$ cat config.mk
export PLATFORM = sky130hd
export DESIGN_NAME = dwtm_sequencer
export DESIGN_NICKNAME = d
export VERILOG_FILES = /design/src/rtl/dwtm_sequencer.v /design/src/rtl/dwtm_clock_gen.v /design/src/rtl/dwtm_mode_decode.v
export VERILOG_INCLUDE_DIRS = /design/src /design/src/rtl
export SDC_FILE = /design/constraint.sdc
export NUM_CORES = 1
export LEC_CHECK = 0
export ABC_AREA = 0
export BUFFER_PORTS_ARGS = -buffer_cell sky130_fd_sc_hd__buf_2
export CAP_MARGIN = 30
export CORE_MARGIN = 4
export CORE_UTILIZATION = 59
export DETAILED_ROUTE_END_ITERATION = 12
export HOLD_SLACK_MARGIN = 0.02
export PLACE_DENSITY_LB_ADDON = 0.08
export SYNTH_ARGS = -nofsm -noshare
export SYNTH_HDL_FRONTEND = slang
export SYNTH_SLANG_ARGS = --single-unit
$ cat constraint.sdc
create_clock -name clk -period 2.8 [get_ports clk]
set_input_delay 0.14 -clock clk [delete_from_list [all_inputs] [get_ports clk]]
set_output_delay 0.14 -clock clk [all_outputs]
set_load 0.01 [all_outputs]
$ cat src/rtl/dwtm_regs.vh
// Constants of the display word timing and mode decoder
`ifndef DWTM_REGS_VH
`define DWTM_REGS_VH
// APB register byte addresses
`define DWTM_ADDR_CTRL      8'h00
`define DWTM_ADDR_STATUS    8'h04
`define DWTM_ADDR_WORD      8'h08
`define DWTM_ADDR_PC        8'h0c
`define DWTM_ADDR_STROBES   8'h10
// Control register fields
`define DWTM_CTRL_INHIBIT   0
`define DWTM_CTRL_START     1
`define DWTM_CTRL_RESUME    2
// Word fields
`define DWTM_BIT_INSTR      15
`define DWTM_BIT_CONTROL    14
`define DWTM_CODE_HI        13
`define DWTM_CODE_LO        11
// Phase counter values
`define DWTM_PH_CAPTURE     3'h0
`define DWTM_PH_LOAD        3'h1
`define DWTM_PH_ADVANCE     3'h2
`define DWTM_PH_DISPATCH    3'h3
`define DWTM_PH_RESTART     4'h2
// Selected mode codes
`define DWTM_M_GRAPHIC      4'h8
`define DWTM_M_SPARE1       4'h9
`define DWTM_M_SPARE2       4'ha
`define DWTM_M_SPARE3       4'hb
`define DWTM_M_JUMP         4'hc
`define DWTM_M_NOP          4'hd
`define DWTM_M_STATUS_A     4'he
`define DWTM_M_STATUS_B     4'hf
`define DWTM_M_CHARACTER    4'h0
`define DWTM_M_DATA_SPARE   4'h7
// Reset values
`define DWTM_MODE_RESET     3'h0
`define DWTM_DMODE_RESET    4'h0
`endif

$ cat src/rtl/dwtm_sequencer.v
// Display word timing sequencer and instruction mode decoder
module dwtm_sequencer
#(
   parameter PC_WIDTH = 16
)
(
   // System
   input  wire        clk,
   input  wire        reset,
   // APB slave
   input  wire        psel,
   input  wire        penable,
   input  wire        pwrite,
   input  wire [7:0]  paddr,
   input  wire [31:0] pwdata,
   output reg  [31:0] prdata,
   output reg         pready,
   output reg         pslverr,
   // Memory fetch side
   input  wire        fetchWordValid,
   input  wire [15:0] busData,
   input  wire        charSecondPending,
   output reg         fetchRequest_r,
   output reg         masterSync_r,
   // Phases and operation strobes
   output reg         phaseCaptureWord_r,
   output reg         phaseLoadRegs_r,
   output reg         phaseAdvanceCounter_r,
   output reg         phaseDispatch_r,
   output reg  [15:0] operationStrobe_r,
   output reg         operationStart_r,
   output reg         hung_r
);
`include "dwtm_regs.vh"

   // Pin synchronisers
   reg        validMeta_r, validSync_r, validPrev_r;
   reg        charMeta_r, charSync_r;
   reg [15:0] dataMeta_r, dataSync_r;

   // Sequencer state
   wire       halfRateClock;
   wire       gatedSequencerClock;
   reg        startPending_r;
   reg        restartStart_r;
   reg        sequenceArmed_r;
   reg        sequenceRunning_r;
   reg [3:0]  phaseCounter_r;
   reg        secondCharRestart_r;
   reg        charHalf_r;

   // Decode state
   reg [15:0] capturedWord_r;
   reg [2:0]  controlMode_r;
   reg [3:0]  dataMode_r;
   reg        controlWordFlag_r;
   reg        jumpTargetPending_r;
   reg [PC_WIDTH-1:0] displayProgramCounter_r;
   reg        restartCycle_r;

   // Software controls
   reg        fetchInhibit_r;
   wire       apbWrite;
   wire       apbRead;
   wire [3:0] selectedModeCode;
   wire [15:0] decodedStrobes;
   wire       fetchStart;
   wire       phaseTick;
   wire [2:0] phaseIndex;

   // Is a strobe code one that hangs the device
   function isHangCode;
      input [3:0] code;
   begin
      isHangCode = (code == `DWTM_M_SPARE1) || (code == `DWTM_M_SPARE2) ||
                   (code == `DWTM_M_SPARE3) || (code == `DWTM_M_DATA_SPARE);
   end
   endfunction

   dwtm_clock_gen u_clock
   (
      .clk                   (clk),
      .reset                 (reset),
      .halfRateClock_r       (halfRateClock),
      .gatedSequencerClock_r (gatedSequencerClock)
   );

   dwtm_mode_decode u_decode
   (
      .selectedModeCode      (selectedModeCode),
      .operationStrobes      (decodedStrobes)
   );

   // Two-flop synchronisers for pins
   always @(posedge clk)
   begin
      if (reset)
      begin
         validMeta_r <= 1'b0;
         validSync_r <= 1'b0;
         validPrev_r <= 1'b0;
         charMeta_r  <= 1'b0;
         charSync_r  <= 1'b0;
         dataMeta_r  <= 16'h0000;
         dataSync_r  <= 16'h0000;
      end
      else
      begin
         validMeta_r <= fetchWordValid;
         validSync_r <= validMeta_r;
         validPrev_r <= validSync_r;
         charMeta_r  <= charSecondPending;
         charSync_r  <= charMeta_r;
         dataMeta_r  <= busData;
         dataSync_r  <= dataMeta_r;
      end
   end

   // Acknowledge only counts while a fetch is outstanding
   assign fetchStart = validSync_r & ~validPrev_r & masterSync_r;
   assign phaseTick  = gatedSequencerClock & sequenceRunning_r;
   assign phaseIndex = phaseCounter_r[2:0];

   // Mode multiplexer: control register for instructions, else data
   assign selectedModeCode = controlWordFlag_r ? {1'b1, controlMode_r} : dataMode_r;

   // Start gating, arming and running flags
   always @(posedge clk)
   begin
      if (reset)
      begin
         startPending_r    <= 1'b0;
         restartStart_r    <= 1'b0;
         sequenceArmed_r   <= 1'b0;
         sequenceRunning_r <= 1'b0;
         phaseCounter_r    <= 4'h0;
      end
      else if (phaseTick && phaseIndex == `DWTM_PH_DISPATCH)
      begin
         sequenceArmed_r   <= 1'b0;
         sequenceRunning_r <= 1'b0;
         startPending_r    <= 1'b0;
      end
      else
      begin
         // Start request held until the gated pulses take it
         if (!startPending_r && !sequenceRunning_r && !hung_r && (fetchStart || secondCharRestart_r))
         begin
            startPending_r <= 1'b1;
            restartStart_r <= secondCharRestart_r & ~fetchStart;
         end
         if (gatedSequencerClock && startPending_r && !sequenceRunning_r)
         begin
            if (!sequenceArmed_r)
            begin
               // First pulse clears or presets, then arms
               phaseCounter_r  <= restartStart_r ? `DWTM_PH_RESTART : 4'h0;
               sequenceArmed_r <= 1'b1;
            end
            else
               sequenceRunning_r <= 1'b1;
         end
         else if (phaseTick)
            phaseCounter_r <= phaseCounter_r + 4'h1;
      end
   end

   // One-hot phase pulses from the counter
   always @(posedge clk)
   begin
      if (reset)
      begin
         phaseCaptureWord_r    <= 1'b0;
         phaseLoadRegs_r       <= 1'b0;
         phaseAdvanceCounter_r <= 1'b0;
         phaseDispatch_r       <= 1'b0;
      end
      else
      begin
         phaseCaptureWord_r    <= phaseTick && phaseIndex == `DWTM_PH_CAPTURE;
         phaseLoadRegs_r       <= phaseTick && phaseIndex == `DWTM_PH_LOAD;
         phaseAdvanceCounter_r <= phaseTick && phaseIndex == `DWTM_PH_ADVANCE;
         phaseDispatch_r       <= phaseTick && phaseIndex == `DWTM_PH_DISPATCH;
      end
   end

   // Word capture and mode registers
   always @(posedge clk)
   begin
      if (reset)
      begin
         capturedWord_r      <= 16'h0000;
         controlMode_r       <= `DWTM_MODE_RESET;
         dataMode_r          <= `DWTM_DMODE_RESET;
         controlWordFlag_r   <= 1'b0;
         jumpTargetPending_r <= 1'b0;
         charHalf_r          <= 1'b0;
      end
      else
      begin
         if (phaseCaptureWord_r)
         begin
            capturedWord_r <= dataSync_r;
            if (!jumpTargetPending_r)
            begin
               if (dataSync_r[`DWTM_BIT_INSTR])
               begin
                  charHalf_r        <= 1'b0;
                  controlWordFlag_r <= 1'b1;
                  if (dataSync_r[`DWTM_BIT_CONTROL])
                     controlMode_r <= dataSync_r[`DWTM_CODE_HI:`DWTM_CODE_LO];
                  else
                  begin
                     dataMode_r    <= dataSync_r[`DWTM_BIT_CONTROL:`DWTM_CODE_LO];
                     controlMode_r <= `DWTM_MODE_RESET;
                  end
               end
               else if (dataMode_r != `DWTM_M_CHARACTER || controlWordFlag_r)
                  controlWordFlag_r <= 1'b0;
               else
                  controlWordFlag_r <= 1'b0;
            end
         end
         // Jump word arms capture of the target on the next fetch
         if (phaseDispatch_r && !restartCycle_r)
            jumpTargetPending_r <= !jumpTargetPending_r && controlWordFlag_r &&
                                   selectedModeCode == `DWTM_M_JUMP;
         // Each half of a character word toggles the half flag
         if (phaseDispatch_r && selectedModeCode == `DWTM_M_CHARACTER && !controlWordFlag_r)
            charHalf_r <= ~charHalf_r;
      end
   end

   // Restart request, program counter, fetch and dispatch
   always @(posedge clk)
   begin
      if (reset)
      begin
         secondCharRestart_r     <= 1'b0;
         restartCycle_r          <= 1'b0;
         displayProgramCounter_r <= {PC_WIDTH{1'b0}};
         fetchRequest_r          <= 1'b0;
         masterSync_r            <= 1'b0;
         operationStrobe_r       <= 16'h0000;
         operationStart_r        <= 1'b0;
         hung_r                  <= 1'b0;
      end
      else
      begin
         operationStart_r  <= 1'b0;
         operationStrobe_r <= 16'h0000;
         secondCharRestart_r <= 1'b0;
         if (startPending_r && !sequenceArmed_r)
            restartCycle_r <= restartStart_r;
         // Load phase ends the fetch
         if (phaseLoadRegs_r)
         begin
            fetchRequest_r <= 1'b0;
            masterSync_r   <= 1'b0;
         end
         // Program counter advance or jump load
         if (phaseAdvanceCounter_r && !restartCycle_r)
         begin
            if (jumpTargetPending_r)
               displayProgramCounter_r <= capturedWord_r[PC_WIDTH-1:0];
            else
               displayProgramCounter_r <= displayProgramCounter_r + {{(PC_WIDTH-1){1'b0}}, 1'b1};
         end
         // Dispatch: hang, draw, or fetch next
         if (phaseDispatch_r)
         begin
            // Spare codes still show their strobe, and hang on the same edge
            if (!jumpTargetPending_r)
               operationStrobe_r <= decodedStrobes;
            if (!jumpTargetPending_r && isHangCode(selectedModeCode))
               hung_r <= 1'b1;
            else
            begin
               if (!controlWordFlag_r && !jumpTargetPending_r)
               begin
                  operationStart_r <= 1'b1;
                  // Second packed character pending after the first
                  if (selectedModeCode == `DWTM_M_CHARACTER && !charHalf_r && charSync_r)
                     secondCharRestart_r <= 1'b1;
               end
               else if (!fetchInhibit_r)
               begin
                  fetchRequest_r <= 1'b1;
                  masterSync_r   <= 1'b1;
               end
            end
         end
         if (apbWrite && paddr == `DWTM_ADDR_CTRL)
         begin
            if (pwdata[`DWTM_CTRL_START] && !hung_r)
            begin
               displayProgramCounter_r <= pwdata[PC_WIDTH+15:16];
               fetchRequest_r <= 1'b1;
               masterSync_r   <= 1'b1;
            end
            if (pwdata[`DWTM_CTRL_RESUME])
            begin
               fetchRequest_r <= 1'b1;
               masterSync_r   <= 1'b1;
            end
         end
      end
   end

   // APB slave, one wait-free access phase
   assign apbWrite = psel & penable & pwrite & pready;
   assign apbRead  = psel & ~penable & ~pwrite;

   always @(posedge clk)
   begin
      if (reset)
      begin
         fetchInhibit_r <= 1'b0;
         prdata         <= 32'h00000000;
         pready         <= 1'b0;
         pslverr        <= 1'b0;
      end
      else
      begin
         pready  <= psel & ~penable;
         pslverr <= 1'b0;
         if (apbWrite && paddr == `DWTM_ADDR_CTRL)
            fetchInhibit_r <= pwdata[`DWTM_CTRL_INHIBIT];
         if (psel && !penable)
         begin
            prdata <= 32'h00000000;
            case (paddr)
               `DWTM_ADDR_CTRL:    prdata <= {31'h00000000, fetchInhibit_r};
               `DWTM_ADDR_STATUS:  prdata <= {15'h0000, hung_r, jumpTargetPending_r, controlWordFlag_r,
                                              charHalf_r, controlMode_r, dataMode_r, phaseCounter_r,
                                              sequenceRunning_r, sequenceArmed_r};
               `DWTM_ADDR_WORD:    prdata <= {16'h0000, capturedWord_r};
               `DWTM_ADDR_PC:      prdata <= {{(32-PC_WIDTH){1'b0}}, displayProgramCounter_r};
               `DWTM_ADDR_STROBES: prdata <= {16'h0000, decodedStrobes};
               default:            pslverr <= apbRead | (psel & ~penable);
            endcase
         end
      end
   end
endmodule // dwtm_sequencer

$ cat src/rtl/dwtm_clock_gen.v
// Sequencer clock generator: divide by two, by four, and AND
module dwtm_clock_gen
(
   // System
   input  wire clk,
   input  wire reset,
   // Derived clocks as enables
   output reg  halfRateClock_r,
   output reg  gatedSequencerClock_r
);
   reg quarterRateClock_r;

   // Two dividers and the AND gate
   always @(posedge clk)
   begin
      if (reset)
      begin
         halfRateClock_r       <= 1'b0;
         quarterRateClock_r    <= 1'b0;
         gatedSequencerClock_r <= 1'b0;
      end
      else
      begin
         halfRateClock_r       <= ~halfRateClock_r;
         if (halfRateClock_r)
            quarterRateClock_r <= ~quarterRateClock_r;
         gatedSequencerClock_r <= (~halfRateClock_r) & (halfRateClock_r ^ quarterRateClock_r);
      end
   end
endmodule // dwtm_clock_gen

$ cat src/rtl/dwtm_mode_decode.v
// Selected mode code to one-hot operation strobes
module dwtm_mode_decode
(
   // Mode code
   input  wire [3:0]  selectedModeCode,
   // One-hot strobes
   output wire [15:0] operationStrobes
);
   // Four to sixteen decode, exactly one active
   assign operationStrobes = 16'h0001 << selectedModeCode;
endmodule // dwtm_mode_decode

Word-level counts from Yosys, hierarchy flattened
Index checks and enable logic that the tools add are counted.
W data, S select, Z words.
- flip-flop bits (word level): 150
- bits of input ports: 63
- output and inout port bits: 58
- logic and storage cells: 168
- add/subtract/negate cells: 2
- eq/ne operators: 14
- shifts and indexed selects: 1
- multiplexer cells: 34
- bitwise logic cells: 25
- reductions and logical operators: 55
- operator list (operator ; count):
    $pmux W17 S5 ; 1
    $mux W16 ; 4
    $logic_and A1 B1 Y1 ; 23
    $mux W1 ; 23
    $add A16 B1 Y16 const B ; 1
    $eq A4 B4 Y1 const B ; 4
    $eq A8 B4 Y1 const B ; 2
    $mux W4 ; 4
    $shl A1 B4 Y16 const A ; 1
    $not A1 Y1 ; 13
    $and A1 B1 Y1 ; 10
    $logic_not A1 Y1 ; 9
    $reduce_and A3 Y1 ; 3
    $eq A8 B3 Y1 const B ; 1
    $eq A8 B5 Y1 const B ; 1
    $logic_not A8 Y1 ; 1
    $reduce_and A2 Y1 ; 4
    $reduce_or A7 Y1 ; 1
    $eq A3 B2 Y1 const B ; 2
    $reduce_bool A2 Y1 ; 3
    $reduce_or A3 Y1 ; 2
    $add A4 B1 Y4 const B ; 1
    $eq A4 B3 Y1 const B ; 1
    $logic_not A4 Y1 ; 1
    12 further kinds ; 15

Longest topological paths before layout
- depth after elaboration: 11
- mapped depth: 7
- depth with buffers taken out: 6

Modules after synthesis
From an unflattened synthesis, not the netlist that was laid out.
- cell total of the unflattened synthesis: 630
- area total of the unflattened synthesis: 5988.2 um^2
- modules (own cells, without submodules) (module ; instances ; cells an instance ; area an instance (um^2) ; sequential area each (um^2)):
    dwtm_sequencer ; 1 ; 603 ; 5676.7 ; 2642.5
    dwtm_mode_decode ; 1 ; 20 ; 226.5 ; 0.0
    dwtm_clock_gen ; 1 ; 7 ; 85.1 ; 60.1

Worst setup path after synthesis
OpenSTA, ideal clock, no wires.
- path type: reg-to-reg
- start: register displayProgramCounter_r[0]
- end: register displayProgramCounter_r[14]
- setup time: 86 ps
- data arrival time: 1697 ps
- data required time: 2714 ps
- path slack: 1018 ps
- stages on the path, launching flop included: 7
- path buffers: 0
- period minus slack after synthesis: 1782 ps
- cell sequence: dfxtp_1 > ha_1 > nand3_1 > or4_4 > nor4_2 > a311oi_1 > a211oi_1
- word-level cells in the longest chain between the ends: 5
- RTL lines (what ; RTL line ; text):
    from (decl) ; dwtm_sequencer.v:58 ; reg [PC_WIDTH-1:0] displayProgramCounter_r;
    from (signal assigned) ; dwtm_sequencer.v:241 ; displayProgramCounter_r <= {PC_WIDTH{1'b0}};
    from (signal assigned) ; dwtm_sequencer.v:265 ; displayProgramCounter_r <= capturedWord_r[PC_WIDTH-1:0];
    from (signal assigned) ; dwtm_sequencer.v:267 ; displayProgramCounter_r <= displayProgramCounter_r + {{(PC_WIDTH-1){1'b0}}, 1'b1};
    $add A16 B1 Y16 * ; dwtm_sequencer.v:267 ;
    $mux W16 * ; dwtm_sequencer.v:264 ; if (jumpTargetPending_r)
    $mux W16 * ; dwtm_sequencer.v:262 ; if (phaseAdvanceCounter_r && !restartCycle_r)
    $mux W16 ; dwtm_sequencer.v:295 ; if (pwdata[`DWTM_CTRL_START] && !hung_r)
    $mux W16 * ; dwtm_sequencer.v:293 ; if (apbWrite && paddr == `DWTM_ADDR_CTRL)
Mark *: on every way between the ends. The rest lies on a longest branch, timed or not.
A chain may end at the register's enable or synchronous reset.

Final worst setup path
- start: input port paddr[6]
- end: register prdata[1]
- word-level cells in the longest chain between the ends: 2
- elaborated cells on any way between the ends: 6
- those cells by class: eq/ne (4); mux (1); reduce/logical (1)
- RTL lines (what ; RTL line ; text):
    from (decl) ; dwtm_sequencer.v:14 ; input wire [7:0] paddr,
    $eq A8 B5 Y1, or another cell as far along ; dwtm_sequencer.v:332 ; case (paddr)
    $pmux W17 S5 * ; dwtm_sequencer.v:332 ;
    to (signal assigned) ; dwtm_sequencer.v:333 ; `DWTM_ADDR_CTRL: prdata <= {31'h00000000, fetchInhibit_r};
    to (signal assigned) ; dwtm_sequencer.v:334 ; `DWTM_ADDR_STATUS: prdata <= {15'h0000, hung_r, jumpTargetPending_r, controlWordFlag_r,
    to (signal assigned) ; dwtm_sequencer.v:337 ; `DWTM_ADDR_WORD: prdata <= {16'h0000, capturedWord_r};
    to (decl) ; dwtm_sequencer.v:16 ; output reg [31:0] prdata,
Marks and branches as above.

==> out/results.ini <==
[status]
status=completed

[sta]
worst_pin_slew_ps=1047
fmax_mhz=417.9
final_hold_viol_count=0
rsz0062_at_grt=no
period_share=0.8545
finalSetupViolCount=0
skew_ps=9.486
relSlewSlack=0.3004
setup_ws_ps=407.3
post-route-min-period_ps=2393
finalSetupTns_ps=0
drv_slew=0

[synthesis]
synth_area_um2=5743
synth_edf_count=0
synthTopCellsByCount=dfxtp_1 (135), nor2_1 (66), nor2b_1 (49)
avgSynthCellArea_um2=9.030
yosysMostFrequentCell=dfxtp_1
synth_cell_types=56
synth_top_area_cell=dfxtp_1
async_reset_ff_frac=0
netlist_instances=636
yosys-top-cells-area=dfxtp_1 (47%), mux2i_1 (5.4%), nor2b_1 (5.3%), nor2_1 (4.3%), nand2_1 (2.9%)
synth-main-ff-cell=dfxtp_1
ys.warnings.count=0
synth.top_cell.area_share=0.4706
ys_seq_elements=135
yosysSeqAreaShare=0.4706

[global_route]
grtUsageTotal=0.2899
overflow=0
grt_pass1_vias=4930
grt_max_degree=51
antenna_found_initial=0
grt_pass1_wl_um=25590

[clock_network]
cts_buffers=17
cts.clk_slew.worst_paths_ps=70
cts_setup_buffers=0
htreeDepth=4
clk_path_buf_depth=2
cts_root_buffer=clkbuf_8
cts_num_sinks=135
clk_latency_ps=530
cts_tree=yes

[floorplanning]
num_rows=35
chipWidth_um=106.7
core-area_um2=9371
num_io_pins=121
initial_core_util=0.6128
dieArea_um2=11380
die_h_um=106.7

[finish]
drive_above_1_share=0.2034
area.growth.synth_to_final_pct=25.40
nFillCells=655
diodes=0
fin_nets=828

[critical_path]
crit_chain=dlygate4sd3_1 > buf_2 > nor2_1 > dlygate4sd3_1 > nand3_1 > nor2b_1 > a22oi_1 > nand2_1
cpMostUsedCell=dlygate4sd3_1
slowest_delay_ps=840
path_buf_inv=3
cp.required_ps=3260
crit_type=in2reg
arrival_ps=2850
cp-end-kind=flip-flop
crit_path_max_fanout=15
crit_slowest_cell=nor2b_1
crit_family=buffers and inverters
startpoint_type=input pin

[placement]
gp_congestion=0.9622
post-place-ws_ps=714.5
place_hpwl_um=10650
portBuffers=92

[pwr]
p_leak_nw=2.912
p_per_area_nw_per_um2=594.4
peakVddDrop_uv=675.0

[drt]
initialDrtViolationCount=416
dr.pass1.iters=5
ant_nets=0
routed_wirelength_um=16290
wire_per_inst_um=18.08
vias=5219
via_per_inst=5.792
drc_errors=0

[job]
max_cap_violations=0

[worst_hold_path]
hp-class=in2reg

-- power by group --
group / leakage (nW) / switching, W / total, W / internal (W)
clock network: 0.279 / 0.000891 / 0.00208 / 0.00119
registers: 1.10 / 0.0000233 / 0.00198 / 0.00196
logic: 1.54 / 0.000108 / 0.000219 / 0.000112
total: 2.91 / 0.00102 / 0.00428 / 0.00326
-- kinds of logic after synthesis --
kind of cell	count (synthesis)	share of synthesized area
AND/OR/NAND/NOR	248	0.2216
flip-flops	135	0.4706
AO/OA/AOI/OAI	132	0.1580
buffers and inverters	70	0.05708
multiplexers	43	0.07756
adder cells (fa/ha/maj)	6	0.01307
other	1	0.0006530
XOR/XNOR	1	0.001525
-- metal layers --
metal  vias to the layer above  track usage  wire length (um)
li1                       2476            -                 -
met1                      2465       0.3715              6892
met2                       242       0.4793              7843
met3                        36      0.07586              1175
met4                         0      0.09041               376
met5                         -            0                 0
-- timing repair --
action / in CTS / in global routing
endpoints found under the hold margin: 40 / 0
setup endpoints to repair: 0 / 0
hold buffers: 41 / 0
gates resized for setup: 0 / 0
-- per-stage QoR --
stage / instance area (um^2) / hold WS (ps) / power [W] / std cells / util
after global routing: 7202 / 84.24 / 0.004405 / 901 / 0.7685
after global placement: 6221 / 346.0 / 0.002180 / 827 / 0.6638
final: 7202 / 38.78 / 0.004281 / 901 / 0.7685
after detailed placement: 6221 / 354.6 / 0.002185 / 827 / 0.6638
after floorplan: 5796 / 237.0 / 0.002141 / 650 / -
after CTS: 7194 / 20.24 / 0.004284 / 900 / 0.7677
-- sequential cells by signal, indices dropped and copies added (netlist names), 3 cells and up --
signal and count:
capturedWord_r 16, dataSync_r 16, prdata 17, displayProgramCounter_r 16, operationStrobe_r 16, dataMode_r 3
phaseCounter_r 4, controlMode_r 3, dataMeta_r 16
-- worst register-to-register path, stage by stage (launching register included) --
cell,delay [ps]
dfxtp_1,320
nor4b_1,510
and4_1,340
nand3_2,370
mux2i_1,240
a311oi_1,250
-- cell usage in the layout, fill, tap and decap left out, types with 14 or more instances in the layout --
cell type and instances:
a211oi_1 14, a21oi_1 27, buf_2 92, clkbuf_16 16, conb_1 15, dfxtp_1 135, dlygate4sd3_1 41, inv_1 17
mux2i_1 31, nand2_1 45, nand3_1 23, nor2_1 66, nor2b_1 49, nor3_1 18, o21ai_0 18, o22ai_1 17
-- final cells by class --
type / count / area (um^2) / area share
Multi-Input combinational cell: 445 / 2765 / 0.3839
Sequential cell: 135 / 2703 / 0.3753
Timing Repair Buffer: 143 / 945.9 / 0.1313
Clock buffer: 20 / 455.4 / 0.06324
Tap cell: 129 / 161.4 / 0.02241
Clock inverter: 12 / 107.6 / 0.01494
Inverter: 17 / 63.81 / 0.008860
-- final timing paths --
kind,startpoint,endpoint,slack [ps],cells past startpoint
worst min register to register,dataMeta_r[6]$_SDFF_PP0_,dataSync_r[6]$_SDFF_PP0_,440,1
worst max register to register,pready$_SDFF_PP0_,displayProgramCounter_r[15]$_SDFF_PP0_,690,5
worst max-delay path,paddr[6],prdata[1]$_SDFFE_PP0P_,410,8
worst min-delay path,paddr[5],prdata[0]$_SDFFE_PP0P_,40,4
No activity file was read; power rests on OpenSTA's default activity.
